**src/design/gpmx_pkg.sv**
```systemverilog
`default_nettype none
package gpmx_pkg;
  // Register byte offsets.
  localparam logic [7:0] GPMX_OFF_P4_DATA = 8'h00;
  localparam logic [7:0] GPMX_OFF_P4_DIR = 8'h04;
  localparam logic [7:0] GPMX_OFF_P4_FSEL = 8'h08;
  localparam logic [7:0] GPMX_OFF_P5_DATA = 8'h0C;
  localparam logic [7:0] GPMX_OFF_P5_DIR = 8'h10;
  localparam logic [7:0] GPMX_OFF_SER_CTRL = 8'h14;
  // Port 4 pin count and field positions.
  localparam int GPMX_P4_PINS = 3;
  localparam int GPMX_FSEL_TIMER_EVT = 0;
  localparam int GPMX_FSEL_TIMER_LO = 1;
  localparam int GPMX_FSEL_TIMER_HI = 2;
  localparam int GPMX_SC_CLK_LO = 0;
  localparam int GPMX_SC_CLK_HI = 1;
  localparam int GPMX_SC_SYNC = 2;
  localparam int GPMX_SC_TX_PIN_EN = 3;
  localparam int GPMX_SC_RX_EN = 4;
  localparam int GPMX_SC_IR_EN = 5;
  // Reset values, reserved read bits and response codes.
  localparam logic [2:0] GPMX_RST_P4 = 3'h0;
  localparam logic [7:0] GPMX_RST_P5 = 8'h00;
  localparam logic [5:0] GPMX_RST_SC = 6'h00;
  localparam logic [4:0] GPMX_RSVD_ONES = 5'h1F;
  localparam logic [1:0] GPMX_RESP_OKAY = 2'h0;
  localparam logic [1:0] GPMX_RESP_SLVERR = 2'h2;
endpackage
`default_nettype wire

```
**src/design/gpmx_sync_if.sv**
```systemverilog
`default_nettype none
interface gpmx_sync_if;
  logic [10:0] raw;
  logic [10:0] clean;
  modport src (output raw, input clean);
  modport snk (input raw, output clean);
endinterface
`default_nettype wire

```
**src/design/gpmx_sync.sv**
```systemverilog
`default_nettype none
module gpmx_sync (
  // Clock and reset
  input wire logic i_core_clk,
  input wire logic i_resetn,
  // Pin levels in, filtered levels out
  gpmx_sync_if.snk sif
);
  logic [10:0] s1;
  logic [10:0] s2;
  logic [10:0] s3;
  logic [10:0] held;

  // A change is accepted only once stages two and three agree.
  always_ff @(posedge i_core_clk) begin
    if (!i_resetn) begin
      s1 <= 11'h000;
      s2 <= 11'h000;
      s3 <= 11'h000;
      held <= 11'h000;
    end else begin
      s1 <= sif.raw;
      s2 <= s1;
      s3 <= s2;
      held <= (s2 & s3) | (held & (s2 | s3));
    end
  end

  assign sif.clean = held;
endmodule
`default_nettype wire

```
**src/design/gpmx_top.sv**
```systemverilog
`default_nettype none
module gpmx_top (
  // Clock and reset
  input wire logic i_core_clk,
  input wire logic i_resetn,
  // AXI4-Lite write address
  input wire logic i_awvalid,
  output logic o_awready,
  input wire logic [7:0] i_awaddr,
  // AXI4-Lite write data
  input wire logic i_wvalid,
  output logic o_wready,
  input wire logic [31:0] i_wdata,
  input wire logic [3:0] i_wstrb,
  // AXI4-Lite write response
  output logic o_bvalid,
  input wire logic i_bready,
  output logic [1:0] o_bresp,
  // AXI4-Lite read address
  input wire logic i_arvalid,
  output logic o_arready,
  input wire logic [7:0] i_araddr,
  // AXI4-Lite read data
  output logic o_rvalid,
  input wire logic i_rready,
  output logic [31:0] o_rdata,
  output logic [1:0] o_rresp,
  // Port 4 pins
  input wire logic [2:0] i_p4_pin,
  output logic [2:0] o_p4_pin,
  output logic [2:0] o_p4_pin_oe,
  // Port 5 pins
  input wire logic [7:0] i_p5_pin,
  output logic [7:0] o_p5_pin,
  output logic [7:0] o_p5_pin_oe,
  // Serial channel, timer and port 5 wakeup
  input wire logic i_serial_transmit_line,
  input wire logic i_infrared_transmit_line,
  input wire logic i_serial_clock_line,
  input wire logic i_timer_high_compare_out,
  input wire logic i_timer_low_compare_out,
  output logic o_serial_receive_line,
  output logic o_infrared_receive_line,
  output logic o_serial_clock_line,
  output logic o_timer_event_in,
  output logic [7:0] o_wakeup
);
  import gpmx_pkg::*;

  // ****************************************
  // Register state
  // ****************************************
  logic [2:0] port4_pin_data;
  logic [2:0] port4_direction;
  logic [2:0] port4_function_select;
  logic [7:0] port5_pin_data;
  logic [7:0] port5_direction;
  logic [5:0] serial_port_control_reg;

  gpmx_sync_if sif ();
  gpmx_sync u_sync (
    .i_core_clk(i_core_clk),
    .i_resetn(i_resetn),
    .sif(sif)
  );
  assign sif.raw = {i_p5_pin, i_p4_pin};
  wire [2:0] p4_in = sif.clean[2:0];
  wire [7:0] p5_in = sif.clean[10:3];

  // ****************************************
  // Pin multiplexing
  // ****************************************
  wire clk_src_bit_lo = serial_port_control_reg[GPMX_SC_CLK_LO];
  wire clk_src_bit_hi = serial_port_control_reg[GPMX_SC_CLK_HI];
  wire sync_mode = serial_port_control_reg[GPMX_SC_SYNC];
  wire serial_tx_pin_enable = serial_port_control_reg[GPMX_SC_TX_PIN_EN];
  wire rx_enable = serial_port_control_reg[GPMX_SC_RX_EN];
  wire infrared_enable = serial_port_control_reg[GPMX_SC_IR_EN];
  wire sel_timer_hi = port4_function_select[GPMX_FSEL_TIMER_HI];
  wire sel_timer_lo = port4_function_select[GPMX_FSEL_TIMER_LO];
  wire sel_timer_evt = port4_function_select[GPMX_FSEL_TIMER_EVT];

  // Pin 2 priority chain.
  wire tx_line = infrared_enable ? i_infrared_transmit_line : i_serial_transmit_line;
  wire next_p4_oe2 = sel_timer_hi | serial_tx_pin_enable | port4_direction[2];
  wire next_p4_out2 = sel_timer_hi ? i_timer_high_compare_out :
                      serial_tx_pin_enable ? tx_line : port4_pin_data[2];

  // Pin 1 priority chain.
  wire p1_gpio = !sel_timer_lo && !rx_enable;
  wire next_p4_oe1 = sel_timer_lo | (p1_gpio & port4_direction[1]);
  wire next_p4_out1 = sel_timer_lo ? i_timer_low_compare_out : port4_pin_data[1];
  wire rx_route = !sel_timer_lo && rx_enable;

  // Pin 0 priority chain; the prohibited clock setting keeps the driver off.
  wire clk_bad = clk_src_bit_hi & clk_src_bit_lo;
  wire p0_gpio = !sel_timer_evt && !clk_src_bit_hi && !clk_src_bit_lo && !sync_mode;
  wire p0_sck_out = !sel_timer_evt && !clk_bad &&
                    ((!clk_src_bit_hi && sync_mode) || clk_src_bit_lo);
  wire p0_sck_in = !sel_timer_evt && clk_src_bit_hi && !clk_src_bit_lo;
  wire next_p4_oe0 = p0_sck_out | (p0_gpio & port4_direction[0]);
  wire next_p4_out0 = p0_sck_out ? i_serial_clock_line : port4_pin_data[0];

  // Port 5 stays general I/O; o_wakeup follows all eight filtered port 5 levels.
  wire [7:0] next_p5_oe = port5_direction;

  // ****************************************
  // Bus decode
  // ****************************************
  function automatic logic addr_hit(input logic [7:0] a, input logic [7:0] off);
    addr_hit = (a[7:2] == off[7:2]);
  endfunction

  logic aw_held;
  logic w_held;
  logic [7:0] aw_addr;
  logic [7:0] w_data;
  logic w_lane0;
  wire [7:0] wr_addr = aw_held ? aw_addr : i_awaddr;
  wire [7:0] wr_data = w_held ? w_data : i_wdata[7:0];
  wire wr_lane0 = w_held ? w_lane0 : i_wstrb[0];
  wire aw_ok = aw_held | i_awvalid;
  wire w_ok = w_held | i_wvalid;
  wire wr_go = aw_ok && w_ok && !o_bvalid;
  wire wr_en = wr_go && wr_lane0;
  wire wr_known = addr_hit(wr_addr, GPMX_OFF_P4_DATA) | addr_hit(wr_addr, GPMX_OFF_P4_DIR) |
                  addr_hit(wr_addr, GPMX_OFF_P4_FSEL) | addr_hit(wr_addr, GPMX_OFF_P5_DATA) |
                  addr_hit(wr_addr, GPMX_OFF_P5_DIR) | addr_hit(wr_addr, GPMX_OFF_SER_CTRL);

  wire [2:0] p4_read = (port4_direction & port4_pin_data) | (~port4_direction & p4_in);
  wire [7:0] p5_read = (port5_direction & port5_pin_data) | (~port5_direction & p5_in);
  wire [7:0] rd_addr = i_araddr;
  wire [7:0] rd_val = addr_hit(rd_addr, GPMX_OFF_P4_DATA) ? {GPMX_RSVD_ONES, p4_read} :
                      addr_hit(rd_addr, GPMX_OFF_P4_DIR) ? 8'hFF :
                      addr_hit(rd_addr, GPMX_OFF_P4_FSEL) ?
                        {GPMX_RSVD_ONES, port4_function_select} :
                      addr_hit(rd_addr, GPMX_OFF_P5_DATA) ? p5_read :
                      addr_hit(rd_addr, GPMX_OFF_P5_DIR) ? 8'hFF :
                      addr_hit(rd_addr, GPMX_OFF_SER_CTRL) ? {2'h0, serial_port_control_reg} :
                      8'h00;
  wire rd_known = addr_hit(rd_addr, GPMX_OFF_P4_DATA) | addr_hit(rd_addr, GPMX_OFF_P4_DIR) |
                  addr_hit(rd_addr, GPMX_OFF_P4_FSEL) | addr_hit(rd_addr, GPMX_OFF_P5_DATA) |
                  addr_hit(rd_addr, GPMX_OFF_P5_DIR) | addr_hit(rd_addr, GPMX_OFF_SER_CTRL);
  wire rd_go = i_arvalid && o_arready;

  // ****************************************
  // Write channel
  // ****************************************
  always_ff @(posedge i_core_clk) begin
    if (!i_resetn) begin
      aw_held <= 1'b0;
      w_held <= 1'b0;
      aw_addr <= 8'h00;
      w_data <= 8'h00;
      w_lane0 <= 1'b0;
      o_awready <= 1'b0;
      o_wready <= 1'b0;
      o_bvalid <= 1'b0;
      o_bresp <= GPMX_RESP_OKAY;
    end else begin
      o_awready <= 1'b0;
      o_wready <= 1'b0;
      if (wr_go) begin
        aw_held <= 1'b0;
        w_held <= 1'b0;
        o_bvalid <= 1'b1;
        o_bresp <= wr_known ? GPMX_RESP_OKAY : GPMX_RESP_SLVERR;
      end else begin
        if (i_awvalid && !aw_held && !o_awready) begin
          aw_held <= 1'b1;
          aw_addr <= i_awaddr;
        end
        if (i_wvalid && !w_held && !o_wready) begin
          w_held <= 1'b1;
          w_data <= i_wdata[7:0];
          w_lane0 <= i_wstrb[0];
        end
        if (o_bvalid && i_bready) begin
          o_bvalid <= 1'b0;
        end
      end
      if (i_awvalid && !aw_held && !o_awready && !o_bvalid) begin
        o_awready <= 1'b1;
      end
      if (i_wvalid && !w_held && !o_wready && !o_bvalid) begin
        o_wready <= 1'b1;
      end
    end
  end

  // ****************************************
  // Register writes
  // ****************************************
  always_ff @(posedge i_core_clk) begin
    if (!i_resetn) begin
      port4_pin_data <= GPMX_RST_P4;
      port4_direction <= GPMX_RST_P4;
      port4_function_select <= GPMX_RST_P4;
      port5_pin_data <= GPMX_RST_P5;
      port5_direction <= GPMX_RST_P5;
      serial_port_control_reg <= GPMX_RST_SC;
    end else if (wr_en) begin
      if (addr_hit(wr_addr, GPMX_OFF_P4_DATA)) begin
        port4_pin_data <= wr_data[2:0];
      end
      if (addr_hit(wr_addr, GPMX_OFF_P4_DIR)) begin
        port4_direction <= wr_data[2:0];
      end
      if (addr_hit(wr_addr, GPMX_OFF_P4_FSEL)) begin
        port4_function_select <= wr_data[2:0];
      end
      if (addr_hit(wr_addr, GPMX_OFF_P5_DATA)) begin
        port5_pin_data <= wr_data;
      end
      if (addr_hit(wr_addr, GPMX_OFF_P5_DIR)) begin
        port5_direction <= wr_data;
      end
      if (addr_hit(wr_addr, GPMX_OFF_SER_CTRL)) begin
        serial_port_control_reg <= wr_data[5:0];
      end
    end
  end

  // ****************************************
  // Read channel
  // ****************************************
  always_ff @(posedge i_core_clk) begin
    if (!i_resetn) begin
      o_arready <= 1'b0;
      o_rvalid <= 1'b0;
      o_rdata <= 32'h0000_0000;
      o_rresp <= GPMX_RESP_OKAY;
    end else begin
      o_arready <= i_arvalid && !o_arready && !o_rvalid;
      if (rd_go) begin
        o_rvalid <= 1'b1;
        o_rdata <= {24'h000000, rd_val};
        o_rresp <= rd_known ? GPMX_RESP_OKAY : GPMX_RESP_SLVERR;
      end else if (o_rvalid && i_rready) begin
        o_rvalid <= 1'b0;
      end
    end
  end

  // ****************************************
  // Registered pin and peripheral outputs
  // ****************************************
  always_ff @(posedge i_core_clk) begin
    if (!i_resetn) begin
      o_p4_pin <= 3'h0;
      o_p4_pin_oe <= 3'h0;
      o_p5_pin <= 8'h00;
      o_p5_pin_oe <= 8'h00;
      o_serial_receive_line <= 1'b1;
      o_infrared_receive_line <= 1'b1;
      o_serial_clock_line <= 1'b0;
      o_timer_event_in <= 1'b0;
      o_wakeup <= 8'h00;
    end else begin
      o_p4_pin <= {next_p4_out2, next_p4_out1, next_p4_out0};
      o_p4_pin_oe <= {next_p4_oe2, next_p4_oe1, next_p4_oe0};
      o_p5_pin <= port5_pin_data;
      o_p5_pin_oe <= next_p5_oe;
      // Idle receivers see a mark level while the pin is not theirs.
      o_serial_receive_line <= (rx_route && !infrared_enable) ? p4_in[1] : 1'b1;
      o_infrared_receive_line <= (rx_route && infrared_enable) ? p4_in[1] : 1'b1;
      o_serial_clock_line <= p0_sck_in ? p4_in[0] : 1'b0;
      o_timer_event_in <= sel_timer_evt ? p4_in[0] : 1'b0;
      o_wakeup <= p5_in;
    end
  end
endmodule
`default_nettype wire

```
**config.mk**
```make
export PLATFORM = sky130hd
export DESIGN_NAME = gpmx_top
export DESIGN_NICKNAME = d
export VERILOG_FILES = /design/src/design/gpmx_pkg.sv /design/src/design/gpmx_sync_if.sv /design/src/design/gpmx_sync.sv /design/src/design/gpmx_top.sv
export SDC_FILE = /design/constraint.sdc
export NUM_CORES = 1
export LEC_CHECK = 0
export BUFFER_PORTS_ARGS = -buffer_cell sky130_fd_sc_hd__buf_2
export CAP_MARGIN = 20
export CORE_UTILIZATION = 35
export DETAILED_ROUTE_END_ITERATION = 16
export HOLD_SLACK_MARGIN = 0.06
export PLACE_DENSITY = 0.55
export SETUP_SLACK_MARGIN = 0.5
export SLEW_MARGIN = 20
export SYNTH_ARGS = -nofsm -noshare
export SYNTH_HDL_FRONTEND = slang
export SYNTH_SLANG_ARGS = --single-unit
export TNS_END_PERCENT = 100
```
**constraint.sdc**
```tcl
create_clock -name i_core_clk -period 3.7 [get_ports i_core_clk]
set_input_delay 0.555 -clock i_core_clk [delete_from_list [all_inputs] [get_ports i_core_clk]]
set_output_delay 0.555 -clock i_core_clk [all_outputs]
set_load 0.02 [all_outputs]
```
======== After elaboration in Yosys (flattened, before gate mapping) ========
Index checks and enable logic that the tools add are counted.
word-level totals
  word-level logic and storage cells ...... 156
  output and inout port bits .............. 75
  bits in registers ....................... 145
cells by class
  reductions and logical operators ........ 59
  bitwise logic cells ..................... 33
  mux-type cells .......................... 22
  eq/ne operators ......................... 10
operator list
  cell                                            count
  2-to-1 mux 8 bit                                7
  logical AND 1 bit                               26
  == test 6 x 2 -> 1 bit (second input constant)  4
  == test 6 x 3 -> 1 bit (second input constant)  4
  AND reduction 2 bit                             12
  bitwise AND 11 bit                              2
  bitwise OR 11 bit                               2
  bitwise AND 8 bit                               2
  bitwise OR 1 bit                                16
  logical NOT 1 bit                               15
  == test 6 x 1 -> 1 bit (second input constant)  2
  logical NOT 6 bit                               2
  2-to-1 mux 1 bit                                12
  NOT 8 bit                                       1
  bitwise OR 8 bit                                1
  bitwise AND 3 bit                               2
  2-to-1 mux 6 bit                                1
  2-to-1 mux 2 bit                                2
  nonzero test 2 bit                              2
  bitwise AND 1 bit                               3
  NOT 3 bit                                       1
  bitwise OR 3 bit                                1
  NOT 1 bit                                       2
  OR reduction 2 bit                              1
  logical OR 1 bit                                1

======== Logic depth before layout (Yosys ltp) ========
Gate-level depths: netlist of run 1.
  depth after elaboration ................. 8
  mapped depth ............................ 7
  gate-level depth less buffers ........... 4

======== Cells and area by module ========
From an unflattened synthesis of run 1, not the netlist that was laid out.
unflattened totals
  cell total of the unflattened synthesis .. 535
  area, all modules ....................... 5390.2 µm²
modules (own cells, without submodules)
  module     area each (µm²)  cells an instance  instances
  gpmx_top   4075.2           421                1
  gpmx_sync  1315.0           114                1

======== Worst setup path after synthesis of run 1 ========
Ideal clock, no wire load.
  kind .................................... input-to-reg
  from .................................... input i_awaddr[7]
  to ...................................... register port4_function_select[0]
  path slack .............................. 1.936 ns
  stages on the path ...................... 4
  required time ........................... 3.576 ns
  arrival time ............................ 1.640 ns
  library setup time ...................... 0.124 ns
  path through ............................ or3_4 a211oi_4 nand4b_1 mux2i_1
on the way
  word-level cells in the longest chain between the ends .. 3
RTL lines
  what                                  line             RTL
  from (decl)                           gpmx_top.sv:9    input wire logic [7:0] i_awaddr,
  2-to-1 mux 8 bit                      gpmx_top.sv:119  wire [7:0] wr_addr = aw_held ? aw_addr : i_awaddr;
  == test 6 x 2 -> 1 bit                gpmx_top.sv:111  addr_hit = (a[7:2] == off[7:2]);
  AND reduction 2 bit (no source line)  n/a
  to (signal assigned)                  gpmx_top.sv:210  port4_function_select <= wr_data[2:0];
  to (decl)                             gpmx_top.sv:55   logic [2:0] port4_function_select;
Every way passes these cells.
A chain may end at the register's enable or synchronous reset.

======== Final worst setup path of run 1 ========
  from .................................... register aw_held
  to ...................................... register port5_direction[7], in the netlist next_p5_oe[7]
on the way
  word-level cells in the longest chain between the ends .. 5
RTL lines
  what                                                      line             RTL
  from (decl)                                               gpmx_top.sv:114  logic aw_held;
  from (signal assigned)                                    gpmx_top.sv:151  aw_held <= 1'b0;
  from (signal assigned)                                    gpmx_top.sv:164  aw_held <= 1'b0;
  from (signal assigned)                                    gpmx_top.sv:170  aw_held <= 1'b1;
  branches (longest 4 deep; another with 2-to-1 mux 8 bit)  n/a
  AND reduction 2 bit (no source line) (*)                  n/a
  to (signal assigned)                                      gpmx_top.sv:216  port5_direction <= wr_data;
  to (decl)                                                 gpmx_top.sv:57   logic [7:0] port5_direction;
Mark *: on every way between the ends.

==> out/results.tsv, run 1 <==
metric	value	unit
DRC	0	
largest net degree at the start of global routing	78	
WP data arrival	2.77	ns
Fin. Hold Viols	0	
cell family contributing the most delay on the critical path	simple AND/OR/NAND/NOR gates	
DRT iter0 DRCs	201	
Crit. path cell count	4	
number of max-cap violations	0	
htree depth	4	
number of synthesized flops with an enable pin	0	
Post-CTS Repair Setup Buffers	0	
max frequency	407	MHz
Leakage	3.04	nW
Bufs and invs on worst path	0	
setup skew after layout	0.00519	ns
TNS Setup	0	ns
Vias	3911	
fraction of final layout cells sized beyond drive strength 1	23.1	%
Netlist cell types	47	
drt wl/cell	14.3	um
crit-path max FO	18	
Clk Latency, worst-skew pair	0.41	ns
max incr delay on CP	0.66	ns
unrepaired setup endpoints after global routing	no	
CP cell instances	o21bai_2 -> nor3_1 -> nand3b_1 -> mux2i_1	
worst endpoint required time	4.02	ns
post-cts resize count	0	
Placer Congestion	0.824	
Primary FF master, synth	dfxtp_1	
Hold Buf Count CTS	0	
clock-pin slew on the worst setup and hold paths	0.06	ns
Area growth, synth to finish	19.8	%
yosys warns	0	
core region area	14800	sq um
Initial DRT Pass Iterations	4	
CTS sink cnt	141	
clk buf depth	2	
I/O pin total	150	
die extent in y	126	um
Post-Syn Area	5390	sq um
worst vdd ir	278	uV
TritonCTS clock tree	built	
startpoint class of the critical path	flop	
R2R cell count	4	
Starting Density	36.5	%
status	complete, no violations	
min Tclk post-route	2.46	ns
Slew @ Worst Pin	0.932	ns
register area share after synthesis	52.4	%
Chip Width	126	um
vias per cell	4.73	
Hold Path Stages	2	
first-pass GRT wire length	18900	um
number of buffers created by CTS	17	
area leader, netlist	dfxtp_1	
GRT Util Overall	15.5	%
slew margin rel.	37.4	%
synthesized area per cell	9.94	sq um
cell at the slowest stage of the critical path	dfxtp_1	
final-report max-slew violation count	0	
clock root cell	clkbuf_16	
CP endpoint kind	flop	
Worst Setup Path Type	reg2reg	
top cells by area, synth	dfxtp_1 52%, mux2i_1 8.2%, and2_1 5.0%, nand2_1 4.7%, buf_4 3.8%	
antenna violations before repair	0	
I/O Buffers	92	
Final Setup Violations	0	
full die area	15900	sq um
worst hold path type	in2reg	
Post-Syn Instances	542	
Hold WS	0.344	ns
Post-synth ARST share	0	%
Post-DRT Antenna Nets	0	
FP Rows	44	
post-synthesis register bit count	141	
Remaining Overflow, GRT	0	
PD cells	528	nW/um^2
vias in the first global route	3861	
# diodes	0	
post-detail-place hpwl	8480	um
share of Yosys cell area claimed by the top area cell type	52.4	%
Detailed Route WL	11800	um
Total Nets Final	707	
post-route clock period utilization	66.4	%
==> cell usage after synthesis (2+ instances only) <==
cell type and n:
dfxtp_1 141, nand2_1 67, mux2i_1 44, and2_1 43
o21ai_0 28, buf_4 27, inv_1 22, a21boi_0 21
clkbuf_1 18, mux2_2 18, nand3_1 14, nor2_1 14
a21oi_1 13, nor2b_1 11, nand2b_1 6, a211oi_1 4
nor4_1 4, a31oi_1 3, nor3_1 3, nor3b_1 3
o41ai_1 3, and3_1 2, and3b_1 2, buf_1 2
buf_2 2, nand3b_1 2, nand4b_1 2, nor4bb_1 2
o21a_1 2, o32ai_1 2
==> report_power, final <==
group	internal [W]	switching [W]
clock	0.000991	0.000597
combinational	0.0000910	0.000145
sequential	0.00156	0.0000283
total	0.00264	0.000770
==> cell usage in the layout, fill, tap and decap left out, drive strengths merged, types with 13 or more instances in the layout <==
master / Yosys / final
dfxtp: 141 / 141
buf: 31 / 95
nand2: 67 / 67
mux2i: 44 / 44
and2: 43 / 43
o21ai: 29 / 29
conb: 1 / 26
inv: 22 / 22
a21boi: 21 / 21
clkbuf: 18 / 21
mux2: 19 / 19
nand3: 15 / 15
nor2: 14 / 14
a21oi: 13 / 13
==> through the flow <==
stage / std cells / util, % / power (W) / cell area (sq um) / setup WS (ns)
floorplan: 567 / - / 0.00180 / 5480 / 1.94
global placement: 797 / 40.1 / 0.00185 / 5910 / 1.28
detailed placement: 797 / 40.1 / 0.00186 / 5910 / 1.28
CTS: 826 / 43.8 / 0.00345 / 6460 / 1.22
global route: 826 / 43.8 / 0.00355 / 6460 / 1.06
finish: 826 / 43.8 / 0.00341 / 6460 / 1.24
==> layer usage <==
layer	part of all wire, %	global-route usage, %	up-vias
li1	-	-	1963
met1	46	18.5	1822
met2	47	24.9	109
met3	5.4	5.27	17
met4	1.8	7.51	0
met5	0	0	-
==> logic make-up (layout without fill, tap and decap cells) <==
| kind of cell | after synthesis | in the layout | synth area share, % |
|---|---|---|---|
| muxes | 63 | 63 | 12.1 |
| and+or+nand+nor | 181 | 181 | 18.0 |
| AOI/OAI and AO/OA | 85 | 85 | 10.6 |
| buffers and inverters | 71 | 146 | 6.87 |
| other | 1 | 26 | 0.0696 |
| DFF | 141 | 141 | 52.4 |
==> worst register-to-register path, delay by kind of cell, from the launching register on <==
kind | cells | cell delay, ns
AND/OR/NAND/NOR | 2 | 0.95
multiplexers | 1 | 0.38
AO/OA/AOI/OAI | 1 | 0.37
flip-flops | 1 | 0.66
==> final cells by class <==
| type | count | area [sq um] |
|---|---|---|
| Tap cell | 184 | 230 |
| Sequential cell | 141 | 2820 |
| Inverter | 22 | 82.6 |
| Timing Repair Buffer | 95 | 485 |
| Multi-Input combinational cell | 355 | 2290 |
| Clock buffer | 21 | 450 |
| Clock inverter | 8 | 95.1 |
| Fill cell | 1469 | 8300 |
==> final timing paths <==
check / to / slack [ns] / from
min: u_sync.s1[2]$_SDFF_PN0_ / 0.34 / i_p4_pin[2]
max reg2reg: next_p5_oe[7]$_SDFFE_PN0P_ / 1.24 / aw_held$_SDFFE_PP0P_
min reg2reg: u_sync.s2[7]$_SDFF_PN0_ / 0.43 / u_sync.s1[7]$_SDFF_PN0_
max: next_p5_oe[7]$_SDFFE_PN0P_ / 1.24 / aw_held$_SDFFE_PP0P_
Note: power is estimated with default switching activity, not from simulation.
==> run 2: changes to the inputs <==
ABC_AREA = 1   (was not set)
PLACE_DENSITY = 0.57   (was 0.55)
clock period = 2.1 ns   (was 3.7 ns; I/O delays follow)
==> run 2 against run 1 <==
- first-iteration DRC count increased by 22%
- cell count increased by 29%
- sequential share of layout area decreased by 2.2 points
- clock power increased by 82%
- critical path depth increased by 7
- fmax increased by 66%
- combinational power increased by 120%
- sequential power increased by 76%
- non-clock buffer count increased by 6
- count of clock-buffer cells in the layout decreased by 1
- highest routed layer unchanged
==> out/results.tsv, run 2 <==
metric	value	unit	change
Placer Congestion	0.791		-4.0%
fraction of final layout cells sized beyond drive strength 1	19.0	%	-4.1 points
FP Rows	45		+2.3%
unrepaired setup endpoints after global routing	yes		
cell at the slowest stage of the critical path	dfxtp_4		
Reg2Reg Launch Point	aw_held$_SDFFE_PP0P_		
Clk Latency, worst-skew pair	0.43	ns	+0.02 ns
register area share after synthesis	50.7	%	-1.7 points
synthesized area per cell	7.45	sq um	-25%
CP endpoint kind	flop		
Util after Layout	44.3	%	+0.50 points
hold path start	i_p5_pin[1]		
cell family contributing the most delay on the critical path	simple AND/OR/NAND/NOR gates		
max incr delay on CP	0.40	ns	-0.26 ns
worst hold path type	in2reg		
FILL cells	1627		+11%
Hold Path Stages	3		+1
TritonCTS clock tree	built		
CTS sink cnt	141		unchanged
top cells by area, synth	dfxtp_1 51%, nand2_1 11%, inv_1 8.1%, nor2_1 6.3%, o21ai_0 4.6%		
Remaining Overflow, GRT	0		unchanged
worst vdd ir	605	uV	+120%
CP cell instances	inv_4 -> nand2_2 -> nand2_2 -> nor2_2 -> nand2_1 -> inv_2 -> nand2_2 -> inv_4 -> nand2_1 -> nand2_1 -> nor2_1		
area leader, netlist	dfxtp_1		
startpoint class of the critical path	flop		
post-route cell area	6800	sq um	+5.4%
first-pass GRT wire length	20000	um	+6.1%
post-detail-place hpwl	8890	um	+4.8%
core region area	15400	sq um	+4.2%
count leader, synth	nand2_1		
commonest cells after routing, fill and taps aside	160 x nand2_1, 140 x dfxtp_1, 118 x inv_1		
number of synthesized flops with an enable pin	0		unchanged
share of Yosys cell area claimed by the top area cell type	50.7	%	-1.7 points
crit-path max FO	10		-8
Leakage	3.61	nW	+19%
die extent in y	128	um	+1.6%
worst endpoint required time	2.43	ns	-1.59 ns
I/O Buffers	92		unchanged
Vias	4567		+17%
placed cell area	6150	sq um	+4.1%
Area growth, synth to finish	22.1	%	
final-report max-slew violation count	0		unchanged
clock root cell	clkbuf_16		
Post-DRT Antenna Nets	0		unchanged
Chip Width	128	um	+1.6%
# placed instances	1035		+30%
commonest non-fill, non-tap cell in the layout	nand2_1		
Final Setup Violations	0		unchanged
Primary FF master, synth	dfxtp_1		
clk buf depth	2		unchanged
R2R cell count	11		+7
Post-Syn Instances	748		+38%
vias per cell	4.27		-9.8%
r2r setup slk	0.62	ns	-0.62 ns
Starting Density	36.2	%	-0.29 points
yosys warns	0		unchanged
Worst Setup Path Type	reg2reg		
Total Nets Final	922		+30%
DRC	0		unchanged
Hold WS	0.0680	ns	-0.276 ns
vias in the first global route	4221		+9.3%
Commonest cells post-synth	161 x nand2_1, 141 x dfxtp_1, 120 x inv_1		
Netlist cell types	37		-21%
Initial DRT Pass Iterations	4		unchanged
non-filler cells in the finished layout	1069		+29%
post-route clock period utilization	70.3	%	+3.9 points
# diodes	0		unchanged
PD cells	912	nW/um^2	+73%
Crit Reg-Reg Endpoint	port5_pin_data[7]$_SDFFE_PN0P_		
post-synthesis register bit count	141		unchanged
full die area	16400	sq um	+3.3%
Fin. Hold Viols	0		unchanged
Slew @ Worst Pin	0.594	ns	-0.338 ns
number of buffers created by CTS	17		unchanged
largest net degree at the start of global routing	64		-18%
clock-pin slew on the worst setup and hold paths	0.06	ns	about the same
number of max-cap violations	0		unchanged
status	complete, no violations		
TNS Setup	0	ns	unchanged
setup skew after layout	0.0114	ns	+0.00620 ns
slew margin rel.	60.4	%	+23 points
drt wl/cell	11.4	um	-20%
max frequency	678	MHz	+66%
GRT Util Overall	16.0	%	+0.53 points
antenna violations before repair	0		unchanged
min Tclk post-route	1.48	ns	-0.979 ns
Post-synth ARST share	0	%	unchanged
WP data arrival	1.81	ns	-0.96 ns
Detailed Route WL	12200	um	+3.3%
htree depth	4		unchanged
Bufs and invs on worst path	3		+3
DRT iter0 DRCs	246		+22%
Post-CTS Repair Setup Buffers	0		unchanged
Post-Syn Area	5570	sq um	+3.4%
I/O pin total	150		unchanged
Worst Hold End	u_sync.s1[4]$_SDFF_PN0_		
[run 2: cell count changes after synthesis, moves of 23 or more]
| cell | change |
|---|---|
| inv_1 | +98 |
| nand2_1 | +94 |
| nor2_1 | +79 |
| and2_1 | -43 |
| mux2i_1 | -43 |
| a21oi_1 | +34 |
| o21ai_0 | +23 |
[run 2: layout make-up]
cell class	instances	area [sq um]	share of cell area [%]
Sequential cell	141	2830	41.5
Multi-Input combinational cell	460	2110	31.0
Timing Repair Buffer	101	553	8.13
Inverter	126	480	7.06
Clock buffer	20	457	6.71
Tap cell	211	264	3.88
Clock inverter	10	116	1.71
[run 2: how the worst max path moves through the flow]
stage	startpoint	end	depth (start not counted)	slack (ns)
after CTS	w_held$_SDFFE_PP0P_	port4_pin_data[0]$_SDFFE_PN0P_	8	0.51
after global placement	aw_held$_SDFFE_PP0P_	port5_pin_data[7]$_SDFFE_PN0P_	11	0.42
after detailed placement	aw_held$_SDFFE_PP0P_	port5_pin_data[7]$_SDFFE_PN0P_	11	0.42
after global routing	aw_held$_SDFFE_PP0P_	aw_addr[3]$_SDFFE_PN0P_	7	0.48
final	aw_held$_SDFFE_PP0P_	port5_pin_data[7]$_SDFFE_PN0P_	11	0.62
after floorplan	aw_held$_SDFFE_PP0P_	port5_pin_data[6]$_SDFFE_PN0P_	12	0.78
[run 2: logic make-up after synthesis]
family	Yosys count	share of synthesized area, %
AND/OR/NAND/NOR	316	24.0
flip-flops	141	50.7
other	1	0.0673
AO/OA/AOI/OAI	117	11.4
buffers and inverters	172	13.7
multiplexers	1	0.180
[run 2: worst register-to-register path, cell delays in order, from the launching register on]
cell and delay, ns:
dfxtp_4 0.40, inv_4 0.08, nand2_2 0.06, nand2_2 0.06, nor2_2 0.13, nand2_1 0.10
inv_2 0.11, nand2_2 0.14, inv_4 0.15, nand2_1 0.06, nand2_1 0.06, nor2_1 0.04
[run 2: per-stage QoR]
step / power, W / setup slack (ns)
global route: 0.00647 / 0.482
global placement: 0.00336 / 0.422
detailed placement: 0.00336 / 0.425
floorplan: 0.00324 / 0.776
finish: 0.00621 / 0.624
CTS: 0.00627 / 0.513
[run 2: metal layers]
layer | track usage (%) | vias up | share of wire [%]
met1 | 20.6 | 2002 | 49
met3 | 4.63 | 15 | 5.0
li1 | - | 2444 | -
met2 | 24.6 | 106 | 45
met4 | 7.68 | 0 | 1.5
met5 | 0 | - | 0
[run 2: power by group]
| part | internal [W] | leakage (nW) | switching, W | total [W] |
|---|---|---|---|---|
| registers | 0.00276 | 1.15 | 0.0000425 | 0.00280 |
| clock network | 0.00179 | 0.266 | 0.00110 | 0.00289 |
| logic | 0.000162 | 2.19 | 0.000357 | 0.000519 |
[run 2: timing repair]
action,CTS,global route
hold endpoints to repair,4,0
resized for setup,2,11
hold buffers,4,0
endpoints found under the setup margin,20,43
==> run 3: changes to the inputs <==
PLACE_DENSITY = 0.55   (was 0.57)
clock period = 1.4 ns   (was 2.1 ns; I/O delays follow)
==> run 3 against run 2 <==
- the run now ends with negative setup slack left
- highest routed layer unchanged
- count of clock-buffer cells in the layout increased by 1
- sequential share of layout area is 6.8 points lower
- cell count is 6.8% higher
- critical path depth down 1
- critical endpoint is now serial_port_control_reg[5]$_SDFFE_PN0P_
- first-iteration DRC count is 9.3% lower
- non-clock buffer count grew 67
- fmax barely moved
- setup slack worse by 0.70 ns
- global-route usage increased by 1.8 points
==> out/results.tsv, run 3 (synthesis results as in run 2) <==
metric	value	unit	change
status	complete, but fails checks		
failing checks	negative setup slack		
Crit. Startpoint	aw_held$_SDFFE_PP0P_		
Sw Share	25.5	%	+1.4 points
Chip Width	128	um	unchanged
Initial DRT Pass Iterations	4		unchanged
r2r setup slk	-0.08	ns	-0.70 ns
CTS sink cnt	141		unchanged
DRC	0		unchanged
clock root cell	clkbuf_16		
PD cells	1190	nW/um^2	+31%
full die area	16400	sq um	unchanged
Hold WS	0.0549	ns	-0.0132 ns
Remaining Overflow, GRT	0		unchanged
CP endpoint	serial_port_control_reg[5]$_SDFFE_PN0P_		
first-pass GRT wire length	22700	um	+13%
Vias	4965		+8.7%
Detailed Route WL	13700	um	+12%
Reg2Reg Launch Point	aw_held$_SDFFE_PP0P_		
unrepaired setup endpoints after global routing	yes		
core region area	15400	sq um	unchanged
WP data arrival	1.83	ns	+0.02 ns
Post-DRT Antenna Nets	0		unchanged
register area	2920	sq um	+3.5%
min Tclk post-route	1.48	ns	-0.000603 ns
# diodes	0		unchanged
Comb pwr share	12.8	%	+4.4 points
post-detail-place hpwl	9170	um	+3.1%
vias in the first global route	4780		+13%
worst hold path type	in2reg		
post-route setup slack	-0.0754	ns	-0.699 ns
Placer Congestion	0.800		+1.1%
worst endpoint required time	1.75	ns	-0.68 ns
drt wl/cell	12.0	um	+4.8%
Crit Reg-Reg Endpoint	serial_port_control_reg[5]$_SDFFE_PN0P_		
die extent in y	128	um	unchanged
CP cell instances	inv_8 -> nand2_2 -> nand2_4 -> a21oi_4 -> inv_4 -> nor2_4 -> nand2_4 -> nand2_1 -> nand2_1 -> nor2_1		
Starting Density	36.2	%	unchanged
final-report max-slew violation count	0		unchanged
Overall Power	0.0100	W	+62%
area of the multi-input gates	2590	sq um	+23%
I/O pin total	150		unchanged
R2R cell count	10		-1
post-route clock period utilization	105	%	+35 points
cell at the slowest stage of the critical path	dfxtp_4		
fraction of final layout cells sized beyond drive strength 1	40.3	%	+21 points
largest net degree at the start of global routing	38		-41%
Leakage	4.19	nW	+16%
TritonCTS clock tree	built		
Total Nets Final	993		+7.7%
Util after Layout	54.8	%	+11 points
TNS Setup	-0.537	ns	-0.537 ns
max frequency	678	MHz	about the same
worst vdd ir	892	uV	+47%
FILL cells	1429		-12%
max incr delay on CP	0.41	ns	about the same
setup skew after layout	0.00518	ns	-0.00620 ns
FP Rows	45		unchanged
startpoint class of the critical path	flop		
number of buffers created by CTS	17		unchanged
Fin. Hold Viols	0		unchanged
DRT iter0 DRCs	223		-9.3%
hold path start	i_awaddr[2]		
htree depth	4		unchanged
vias per cell	4.35		+1.8%
number of max-cap violations	0		unchanged
GRT Util Overall	17.8	%	+1.8 points
clk buf depth	2		unchanged
commonest non-fill, non-tap cell in the layout	nand2_1		
Clock Power Share	45.2	%	-1.3 points
CP endpoint kind	flop		
Final Setup Violations	15		+15
antenna violations before repair	0		unchanged
Reg power frac	42.0	%	-3.1 points
Pint	0.00747	W	+58%
commonest cells after routing, fill and taps aside	141 x nand2_1, 104 x inv_1, 76 x nor2_1		
Clk Latency, worst-skew pair	0.42	ns	about the same
Area growth, synth to finish	51.1	%	
Worst Setup Path Type	reg2reg		
I/O Buffers	92		unchanged
clock-pin slew on the worst setup and hold paths	0.06	ns	about the same
Psw	0.00256	W	+71%
crit-path max FO	8		-2
==> run 3: changes by cell type in the layout (fill, tap and decap cells not counted), moves of 16 or more <==
cell | previous run | this run
a21oi_1 | 47 | 30
a21oi_2 | 1 | 17
buf_2 | 91 | 42
buf_4 | 5 | 35
buf_6 | 0 | 60
dfxtp_1 | 140 | 74
dfxtp_2 | 0 | 60
dlygate4sd3_1 | 4 | 25
nand2_1 | 160 | 141
o21ai_0 | 51 | 17
o21ai_1 | 2 | 24
==> run 3: worst min-delay path by stage <==
stage | end | depth (start not counted) | slack [ns]
finish | aw_addr[2]$_SDFFE_PN0P_ | 3 | 0.05
global route | aw_addr[2]$_SDFFE_PN0P_ | 3 | 0.07
CTS | aw_addr[2]$_SDFFE_PN0P_ | 3 | 0.06
detailed placement | u_sync.s2[5]$_SDFF_PN0_ | 2 | 0.40
global placement | u_sync.s2[10]$_SDFF_PN0_ | 2 | 0.39
floorplan | u_sync.s1[0]$_SDFF_PN0_ | 2 | 0.31
==> run 3: timing repair <==
item / in CTS / in global routing
gates resized for setup: 257 / 70
endpoints found under the hold margin: 25 / 0
setup endpoints to repair: 114 / 115
hold buffers: 25 / 0
setup buffers: 12 / 10
pin swaps: 28 / 27
cloned: 5 / 0
==> run 3: critical path: cells and delay by family, from the launching register on <==
kind | cells | cell delay, ns
compound gates | 1 | 0.18
buf+inv | 2 | 0.15
flops | 1 | 0.41
simple gates | 7 | 0.66
==> run 3: final cells by class <==
| cell class | count | share of cell area, % |
|---|---|---|
| well taps | 211 | 3.14 |
| repair inverters | 1 | 0.0743 |
| multi-input cells | 463 | 30.8 |
| clock inverters | 11 | 1.56 |
| flip-flops and latches | 141 | 34.7 |
| repair buffers | 168 | 18.0 |
| inverters | 126 | 6.12 |
| clock buffers | 21 | 5.60 |
==> run 3: per-layer routing <==
metal	part of all wire [%]	global-route usage [%]	vias up
met1	47	22.2	2238
li1	-	-	2603
met2	48	29.9	104
met3	3.3	3.96	20
met5	0	0	-
met4	1.7	7.27	0
==> run 3: stage by stage <==
step	instance area (sq um)	setup slack (ns)	std cells
after CTS	8140	-0.0596	1132
after global routing	8420	-0.193	1142
after floorplan	5850	0.114	773
final	8420	-0.0754	1142
after global placement	6490	-0.0704	1058
after detailed placement	6490	-0.0866	1058
==> run 3: power by group through the flow <==
| stage | combinational (W) | clock [W] | sequential, W |
|---|---|---|---|
| 4_1_cts | 0.00119 | 0.00463 | 0.00421 |
| 3_5_place_dp | 0.000900 | 0 | 0.00429 |
| 2_1_floorplan | 0.000628 | 0 | 0.00430 |
| 3_3_place_gp | 0.000896 | 0 | 0.00429 |
| 6_report | 0.00128 | 0.00453 | 0.00421 |
| 5_1_grt | 0.00140 | 0.00483 | 0.00422 |
